File: src/design/fcio_pkg.sv
package fcio_pkg;
  localparam int NUM_AXES = 4;
  localparam int NIB_W = 4;
  localparam int WORD_W = 16;
  // Command nibble field positions
  localparam int CMD_BACK = 0;
  localparam int CMD_FRONT = 1;
  localparam int CMD_CLEAR = 2;
  // Status nibble field positions
  localparam int ST_BACK = 0;
  localparam int ST_FRONT = 1;
  localparam int ST_NOFAULT = 2;
  localparam int ST_READY = 3;
  localparam logic [15:0] STATUS_RST = 16'h0000;
  // Axis motion states
  typedef enum logic [2:0] {
    FC_IDLE,
    FC_HOMING,
    FC_MOVE_BACK,
    FC_MOVE_FRONT,
    FC_STOPPING
  } fcio_state_t;
endpackage

File: src/design/fcio_axis_word.sv
// Operation
// RULE1 - The unit always occupies a full 16-bit word each way with fixed slots for four axes.
// RULE2 - All bits are active high, axis k owns bits 4k to 4k+3, and command bit 4k+3 is unused.
// RULE3 - A backward command moves the axis to its back end, homing first when not homed.
// RULE4 - A forward command moves the axis to its front end, homing first when not homed.
// RULE5 - Dropping a drive command mid-move makes the axis decelerate and stop where it is.
// RULE6 - An alarm clear command cancels that axis's active alarm.
// RULE7 - Status bit 4k+3 is set while axis k is ready with its servo on.
// RULE8 - Status bit 4k+2 reads one while axis k has no alarm and zero once an alarm occurs.
// RULE9 - Status bits 4k and 4k+1 show the axis inside the back and front end detection ranges.
// RULE10 - In pressing operation the same end bits also show pressing complete.
// RULE11 - The host locates each unit's words from that unit's head address.
// RULE12 - Unused command bits are ignored and slots of absent axes do nothing and read zero.
module fcio_axis_word #(
  parameter int NUM_AXES = fcio_pkg::NUM_AXES
) (
  input wire logic clock, // System clock
  input wire logic rst, // Synchronous reset, high
  input wire logic [15:0] axis_command_word, // Command word from host
  output logic [15:0] axis_status_word, // Status word to host
  input wire logic [NUM_AXES-1:0] axisPresent, // Axis attached
  input wire logic [NUM_AXES-1:0] servoOn, // Axis servo on
  input wire logic [NUM_AXES-1:0] alarmEvent, // Axis raises an alarm
  input wire logic [NUM_AXES-1:0] homeDone, // Home return finished
  input wire logic [NUM_AXES-1:0] homeValid, // Axis holds a home reference
  input wire logic [NUM_AXES-1:0] back_end_detect, // Inside back end range
  input wire logic [NUM_AXES-1:0] front_end_detect, // Inside front end range
  input wire logic [NUM_AXES-1:0] back_push_done, // Pressing done at back
  input wire logic [NUM_AXES-1:0] front_push_done, // Pressing done at front
  input wire logic [NUM_AXES-1:0] motionStopped, // Axis at standstill
  output logic [NUM_AXES-1:0] homeStart, // Run home return
  output logic [NUM_AXES-1:0] moveBack, // Drive toward back end
  output logic [NUM_AXES-1:0] moveFront, // Drive toward front end
  output logic [NUM_AXES-1:0] decelStop, // Decelerate and hold
  output logic [NUM_AXES-1:0] alarm_clear_cmd // Clear pulse to axis
);

  genvar k;
  generate
    for (k = 0; k < NUM_AXES; k++) begin : g_axis
      fcio_pkg::fcio_state_t state;
      fcio_pkg::fcio_state_t next_state;
      logic alarmActive;
      logic homed;
      logic homeTarget;

      // Absent axis sees no command
      wire present = axisPresent[k]; // RULE12
      wire drive_backward_cmd = present &&
        axis_command_word[fcio_pkg::NIB_W*k + fcio_pkg::CMD_BACK]; // RULE2
      wire drive_forward_cmd = present &&
        axis_command_word[fcio_pkg::NIB_W*k + fcio_pkg::CMD_FRONT]; // RULE2
      wire clearReq = present &&
        axis_command_word[fcio_pkg::NIB_W*k + fcio_pkg::CMD_CLEAR]; // RULE6
      wire anyDrive = drive_backward_cmd || drive_forward_cmd;
      wire canRun = servoOn[k] && !alarmActive;
      wire atBack = back_end_detect[k] || back_push_done[k]; // RULE10
      wire atFront = front_end_detect[k] || front_push_done[k]; // RULE10
      wire noFault = present && !alarmActive; // RULE8
      // Held command at a reached end must not restart the move
      wire backStart = canRun && drive_backward_cmd && !(homed && atBack); // RULE3
      wire frontStart = canRun && drive_forward_cmd && !(homed && atFront); // RULE4

      always_comb begin
        next_state = state;
        case (state)
          fcio_pkg::FC_IDLE: begin
            if (backStart) begin
              next_state = homed ? fcio_pkg::FC_MOVE_BACK : fcio_pkg::FC_HOMING; // RULE3
            end else if (frontStart) begin
              next_state = homed ? fcio_pkg::FC_MOVE_FRONT : fcio_pkg::FC_HOMING; // RULE4
            end
          end
          fcio_pkg::FC_HOMING: begin
            if (!canRun || !anyDrive) begin
              next_state = fcio_pkg::FC_STOPPING; // RULE5
            end else if (homeDone[k]) begin
              next_state = homeTarget ? fcio_pkg::FC_MOVE_FRONT : fcio_pkg::FC_MOVE_BACK;
            end
          end
          fcio_pkg::FC_MOVE_BACK: begin
            if (!canRun || !drive_backward_cmd) begin
              next_state = fcio_pkg::FC_STOPPING; // RULE5
            end else if (atBack) begin
              next_state = fcio_pkg::FC_IDLE; // RULE3
            end
          end
          fcio_pkg::FC_MOVE_FRONT: begin
            if (!canRun || !drive_forward_cmd) begin
              next_state = fcio_pkg::FC_STOPPING; // RULE5
            end else if (atFront) begin
              next_state = fcio_pkg::FC_IDLE; // RULE4
            end
          end
          fcio_pkg::FC_STOPPING: begin
            if (motionStopped[k]) begin
              next_state = fcio_pkg::FC_IDLE;
            end
          end
          default: next_state = fcio_pkg::FC_IDLE;
        endcase
      end

      always_ff @(posedge clock) begin
        if (rst) begin
          state <= fcio_pkg::FC_IDLE;
        end else begin
          state <= next_state;
        end
      end

      // Remember which end was asked for while homing
      always_ff @(posedge clock) begin
        if (rst) begin
          homeTarget <= 1'b0;
        end else if (state == fcio_pkg::FC_IDLE && next_state == fcio_pkg::FC_HOMING) begin
          homeTarget <= !drive_backward_cmd;
        end
      end

      // Home reference; lost when axis reports it invalid
      always_ff @(posedge clock) begin
        if (rst) begin
          homed <= 1'b0;
        end else if (state == fcio_pkg::FC_HOMING && homeDone[k]) begin
          homed <= 1'b1;
        end else begin
          homed <= homed && homeValid[k];
        end
      end

      // New alarm wins over a clear in the same cycle
      always_ff @(posedge clock) begin
        if (rst) begin
          alarmActive <= 1'b0;
        end else if (present && alarmEvent[k]) begin
          alarmActive <= 1'b1;
        end else if (clearReq) begin
          alarmActive <= 1'b0; // RULE6
        end
      end

      always_ff @(posedge clock) begin
        if (rst) begin
          homeStart[k] <= 1'b0;
          moveBack[k] <= 1'b0;
          moveFront[k] <= 1'b0;
          decelStop[k] <= 1'b0;
          alarm_clear_cmd[k] <= 1'b0;
        end else begin
          homeStart[k] <= next_state == fcio_pkg::FC_HOMING; // RULE3
          moveBack[k] <= next_state == fcio_pkg::FC_MOVE_BACK; // RULE3
          moveFront[k] <= next_state == fcio_pkg::FC_MOVE_FRONT; // RULE4
          decelStop[k] <= next_state == fcio_pkg::FC_STOPPING; // RULE5
          alarm_clear_cmd[k] <= clearReq && alarmActive; // RULE6
        end
      end

      // Fixed nibble slot, zero when absent
      always_ff @(posedge clock) begin
        if (rst) begin
          axis_status_word[fcio_pkg::NIB_W*k +: fcio_pkg::NIB_W] <=
            fcio_pkg::STATUS_RST[fcio_pkg::NIB_W*k +: fcio_pkg::NIB_W]; // RULE1
        end else begin
          axis_status_word[fcio_pkg::NIB_W*k + fcio_pkg::ST_READY] <=
            present && servoOn[k]; // RULE7
          axis_status_word[fcio_pkg::NIB_W*k + fcio_pkg::ST_NOFAULT] <= noFault; // RULE8
          axis_status_word[fcio_pkg::NIB_W*k + fcio_pkg::ST_FRONT] <=
            present && atFront; // RULE9
          axis_status_word[fcio_pkg::NIB_W*k + fcio_pkg::ST_BACK] <=
            present && atBack; // RULE9
        end
      end
    end
  endgenerate

endmodule

File: config.mk
export PLATFORM = sky130hd
export DESIGN_NAME = fcio_axis_word
export DESIGN_NICKNAME = d
export VERILOG_FILES = /design/src/design/fcio_pkg.sv /design/src/design/fcio_axis_word.sv
export SDC_FILE = /design/constraint.sdc
export NUM_CORES = 1
export LEC_CHECK = 0
export BUFFER_PORTS_ARGS = -buffer_cell sky130_fd_sc_hd__buf_4
export CORE_MARGIN = 2
export CORE_UTILIZATION = 44
export CTS_CLUSTER_DIAMETER = 40
export DETAILED_ROUTE_END_ITERATION = 6
export PLACE_DENSITY = 0.73
export SLEW_MARGIN = 20
export SYNTH_ARGS = -nofsm -noshare
export SYNTH_HDL_FRONTEND = slang
export SYNTH_SLANG_ARGS = --single-unit
File: constraint.sdc
create_clock -name clock -period 2.2 [get_ports clock]
set_clock_uncertainty 0.1 [all_clocks]
set_input_delay 0.44 -clock clock [delete_from_list [all_inputs] [get_ports clock]]
set_output_delay 0.44 -clock clock [all_outputs]
set_load 0.1 [all_outputs]
==> flow_summary.toml, run 1 <==
[floorplanning]
die_width_um = 80.0
fp-row-count = 27
fp.dieH_um = 80.0
ios = 94
coreArea_um2 = 5540
die_area_um2 = 6400
start_util = 0.459

[synthesis]
ys_seq_area_frac = 0.472
synth_cells = 281
synth_area_um2 = 2540
synth_edf_count = 0
yosysUniqueCellTypes = 52
syn-num-nets = 339
synthArstFlopShare = 0
yosysWarnings = 0
synthFlopType = "dfxtp_1"
ys_seq_elements = 60
avgSynthCellArea_um2 = 9.05

[grt]
overflow = 0
grt_first_pass_wirelength_mm = 9.62
grt_pass1_vias = 2223
grt_max_degree = 38
grt.total_usage = 0.192
antenna_found_initial = 0

[timing]
hold_ws_ps = 232
max_slew.worst_pin.slew_ps = 441
setup_violations = 0
period_minus_slack_ps = 1920
slew_headroom = 0.703
rsz0062_at_grt = "false"
fmax_mhz = 522
slew_violations = 0
hold_viol = 0
setup_slack_ps = 284
period_share = 0.871
finalSetupTns_ps = 0

[cts]
ctsLongestPathBuffers = 2
h-tree-depth = 3
cts_buffers = 9
clock-root-buffer = "clkbuf_8"
cts-resized-gates = 0
cts_sinks = 60
clk_latency_ps = 330
post-cts-setup-buffer-count = 0
cts_tree = "yes"
cts.clk_slew.worst_paths_ps = 60
postCtsHoldBufs = 0

[finish]
drive_gt1_frac = 0.306
diodes = 0
multiInputGateArea_um2 = 1280
final_area_um2 = 3460
ff_latch_area_um2 = 1200
fin_util = 0.625
area_growth_pct = 36.2
layout.nets = 432
fillers = 516
post_layout_nonfiller_instances = 451

[power_and_ir_drop]
ir_drop_v = 0.000431
net-switching-power_uw = 707
clkPwrFrac = 0.383
swShare = 0.274
seq_power_share = 0.446
p_comb_frac = 0.170
finalPower_mw = 2.58
intPower_mw = 1.87
p_leak_nw = 1.48
power_density_nw_per_um2 = 745

[place]
pre_cts_ws_ps = 190
hpwl_mm = 4.28
post-place-cells = 435
place_congestion = 0.914
portBuffers = 89
postPlaceCellArea_um2 = 3270

[status]
status = "completed"

[detailed_routing]
ant_nets = 0
dr.pass1.iters = 4
drcViolationCount = 0
drt-wirelength-per-cell_um = 13.1
via_count = 2387
vias_per_cell = 5.29
wl_mm = 5.89
drtIter0Drc = 74

[job]
maxCapViolCount = 0

[setup_path]
worstPathRequired_ps = 2320
cp.arrival_ps = 2040
reg2regPathDepth = 4
crit_type = "register to register"
cp-start-kind = "register"
timing.critical_path.to_type = "register"
cp_max_fo = 7

[hold_path]
whs_path_depth = 3
min_path_type = "input pin to register"
[routing by layer]
metal  routed length [um]  track usage  vias up
li1                     -            -     1206
met1                 2610        0.232     1092
met2                 2790        0.313       80
met3                  373       0.0396        9
met4                  110        0.114        0
met5                    0            0        -
[synth_stat cells, drive strengths merged (3+ instances only)]
| library cell | number | share of area |
|---|---|---|
| clkbuf | 6 | 0.0089 |
| and3b | 6 | 0.021 |
| nand4 | 4 | 0.0098 |
| nor3 | 7 | 0.014 |
| inv | 7 | 0.010 |
| nand2b | 8 | 0.020 |
| nor3b | 12 | 0.035 |
| nor2b | 6 | 0.015 |
| mux2 | 3 | 0.013 |
| nand3b | 7 | 0.021 |
| or3b | 4 | 0.014 |
| nor2 | 52 | 0.077 |
| a21boi | 3 | 0.0089 |
| nor4b | 3 | 0.010 |
| a21oi | 18 | 0.035 |
| o31ai | 3 | 0.0089 |
| a311oi | 3 | 0.010 |
| dfxtp | 60 | 0.47 |
| nand2 | 10 | 0.015 |
| o21ai | 10 | 0.020 |
| a22oi | 6 | 0.018 |
| o211ai | 3 | 0.0089 |
[kinds of logic after synthesis]
logic type,share of synthesized area
flip-flops,0.472
buffers and inverters,0.0236
AND/OR/NAND/NOR,0.310
multiplexers,0.0212
AO/OA/AOI/OAI,0.173
[state kept, by name, indices dropped and copies added (netlist names)]
register,flops
g_axis.alarmActive,4
g_axis.homeTarget,4
g_axis.state,12
alarm_clear_cmd,4
decelStop,4
moveFront,4
g_axis.homed,4
homeStart,4
moveBack,4
axis_status_word,16
[power groups by stage]
stage               clock network (mW)  logic (mW)  registers (mW)
floorplan                            0       0.134            1.33
global placement                     0       0.434            1.17
detailed placement                   0       0.439            1.17
CTS                               1.01       0.440            1.15
global route                      1.06       0.471            1.16
finish                           0.989       0.439            1.15
[critical path, cell delays in order, from the launching register on]
cell and delay [ps]:
dfxtp_1 370, or3_1 410, or3_4 350, o31a_1 320
and4b_2 250
[area by class of cell]
type / instances / share of cell area
Multi-Input combinational cell: 207 / 0.370
Sequential cell: 60 / 0.347
Timing Repair Buffer: 89 / 0.193
Clock buffer: 15 / 0.0480
Tap cell: 72 / 0.0260
Clock inverter: 1 / 0.00867
Inverter: 7 / 0.00759
[path summary, 6_finish.rpt]
| path | startpoint | end | slack [ps] |
|---|---|---|---|
| max reg2reg | g_axis[0].state[1] | homeStart[0] | 280 |
| min | homeValid[0] | g_axis[0].homed | 230 |
| max | g_axis[0].state[1] | homeStart[0] | 280 |
| min reg2reg | g_axis[2].alarmActive | axis_status_word[10] | 360 |
[placed cells by master (no fill, tap or decap), drive strengths merged, types with 3 or more instances in the layout]
cell type | Yosys | routed
nor4b | 3 | 3
a21boi | 3 | 3
nand4 | 4 | 4
nor2 | 52 | 52
a311oi | 3 | 3
a22oi | 6 | 6
o211ai | 3 | 3
o21ai | 10 | 10
or3b | 4 | 4
dfxtp | 60 | 60
inv | 7 | 7
and3b | 6 | 6
o31ai | 3 | 3
nand3b | 7 | 7
clkbuf | 6 | 15
nor2b | 6 | 6
buf | 1 | 89
a21oi | 18 | 18
nor3 | 7 | 7
nand2 | 10 | 10
mux2 | 3 | 3
nor3b | 12 | 12
nand2b | 8 | 8
Note: power is estimated with default switching activity, not from simulation.
==> inputs of run 2 (changes only) <==
- RECOVER_POWER: unset -> 100
==> flow_summary.toml, run 2 (same netlist as run 1, synthesis figures left out) <==
[setup_path]
cp-start-kind = "register"
cp_max_fo = 7
crit_type = "register to register"
startpoint = "g_axis[0].state[1]"
cp.arrival_ps = 2060
timing.critical_path.to_type = "register"
r2r_start = "g_axis[0].state[1]"
worstPathRequired_ps = 2320

[finish]
largestRegisters = "axis_status_word: 16 flops, g_axis.state: 12 flops"
layout.nets = 432
largest_reg_flops = 16
drive_gt1_frac = 0.301
regMostFlops = "axis_status_word"
post_layout_nonfiller_instances = 451
layout_common_cells = "dfxtp_1 (60), nor2_1 (52), buf_4 (52)"
final_common_cell = "dfxtp_1"
fillers = 544
area_growth_pct = 32.3
diodes = 0

[grt]
grt_max_degree = 38
overflow = 0
grt_pass1_vias = 2223
antenna_found_initial = 0
grt_first_pass_wirelength_mm = 9.62
grt.total_usage = 0.192

[floorplanning]
fp-row-count = 27
coreArea_um2 = 5540
die_width_um = 80.0
start_util = 0.459
fp.dieH_um = 80.0
die_area_um2 = 6400
ios = 94

[power_and_ir_drop]
intPower_mw = 1.86
swShare = 0.276
clkPwrFrac = 0.386
net-switching-power_uw = 707
p_comb_frac = 0.165
p_leak_nw = 1.45
power_density_nw_per_um2 = 762
ir_drop_v = 0.000430
seq_power_share = 0.449

[timing]
period_minus_slack_ps = 1940
slew_headroom = 0.0111
finalSetupTns_ps = 0
period_share = 0.880
slew_violations = 0
rsz0062_at_grt = "false"
hold_viol = 0
max_slew.worst_pin.slew_ps = 1480
setup_violations = 0
fmax_mhz = 516

[cts]
cts.clk_slew.worst_paths_ps = 60
ctsLongestPathBuffers = 2
cts-resized-gates = 0
postCtsHoldBufs = 0
h-tree-depth = 3
cts_tree = "yes"
cts_sinks = 60
cts_buffers = 9
clk_latency_ps = 330
clock-root-buffer = "clkbuf_8"
post-cts-setup-buffer-count = 0

[place]
post-place-cells = 435
place_congestion = 0.914
portBuffers = 89
hpwl_mm = 4.28

[detailed_routing]
via_count = 2374
drt-wirelength-per-cell_um = 13.0
drcViolationCount = 0
dr.pass1.iters = 4
wl_mm = 5.85
drtIter0Drc = 90
vias_per_cell = 5.26
ant_nets = 0

[hold_path]
min_from = "servoOn[2]"
min_path_type = "input pin to register"

[status]
status = "completed"

[job]
maxCapViolCount = 0
run 2: layer usage:
metal | global-route usage | vias up | wire, um
met5 | 0 | - | 0
met4 | 0.114 | 0 | 127
met3 | 0.0396 | 11 | 360
met2 | 0.313 | 82 | 2740
met1 | 0.232 | 1077 | 2620
li1 | - | 1204 | -
run 2: power by group through the flow:
stage	Sequential, mW	Combinational, mW	Clock, mW
after global routing	1.15	0.455	1.06
after CTS	1.15	0.440	1.01
after floorplan	1.33	0.134	0
after global placement	1.17	0.434	0
final	1.15	0.424	0.989
after detailed placement	1.17	0.439	0
run 2: final cells by class:
class                   instances  area [um2]  share of cell area
clock inverters                 1        30.0             0.00893
inverters                       7        26.3             0.00781
repair buffers                 89         574               0.171
clock buffers                  15         166              0.0495
multi-input cells             207        1280               0.379
well taps                      72        90.1              0.0268
flip-flops and latches         60        1200               0.357
run 2: worst max-delay path, cell delays in order (launching register included):
cell and delay, ps:
dfxtp_1 370, or3_1 400, or3_1 360, o31a_1 340
and4b_2 250
run 2: final timing paths:
kind,endpoint,slack [ps],cells past startpoint
worst min-delay path,axis_status_word[11],240,3
worst min register to register,axis_status_word[10],360,1
worst max-delay path,homeStart[0],260,4
worst max register to register,homeStart[0],260,4
run 2: stage by stage:
stage	hold WS, ps	power (mW)	instance area, um2	worst slack [ps]	utilization
finish	236	2.56	3360	264	0.607
global route	234	2.67	3360	169	0.607
CTS	220	2.61	3460	289	0.625
detailed placement	343	1.61	3270	190	0.590
global placement	340	1.61	3270	195	0.590
floorplan	322	1.46	2540	398	-
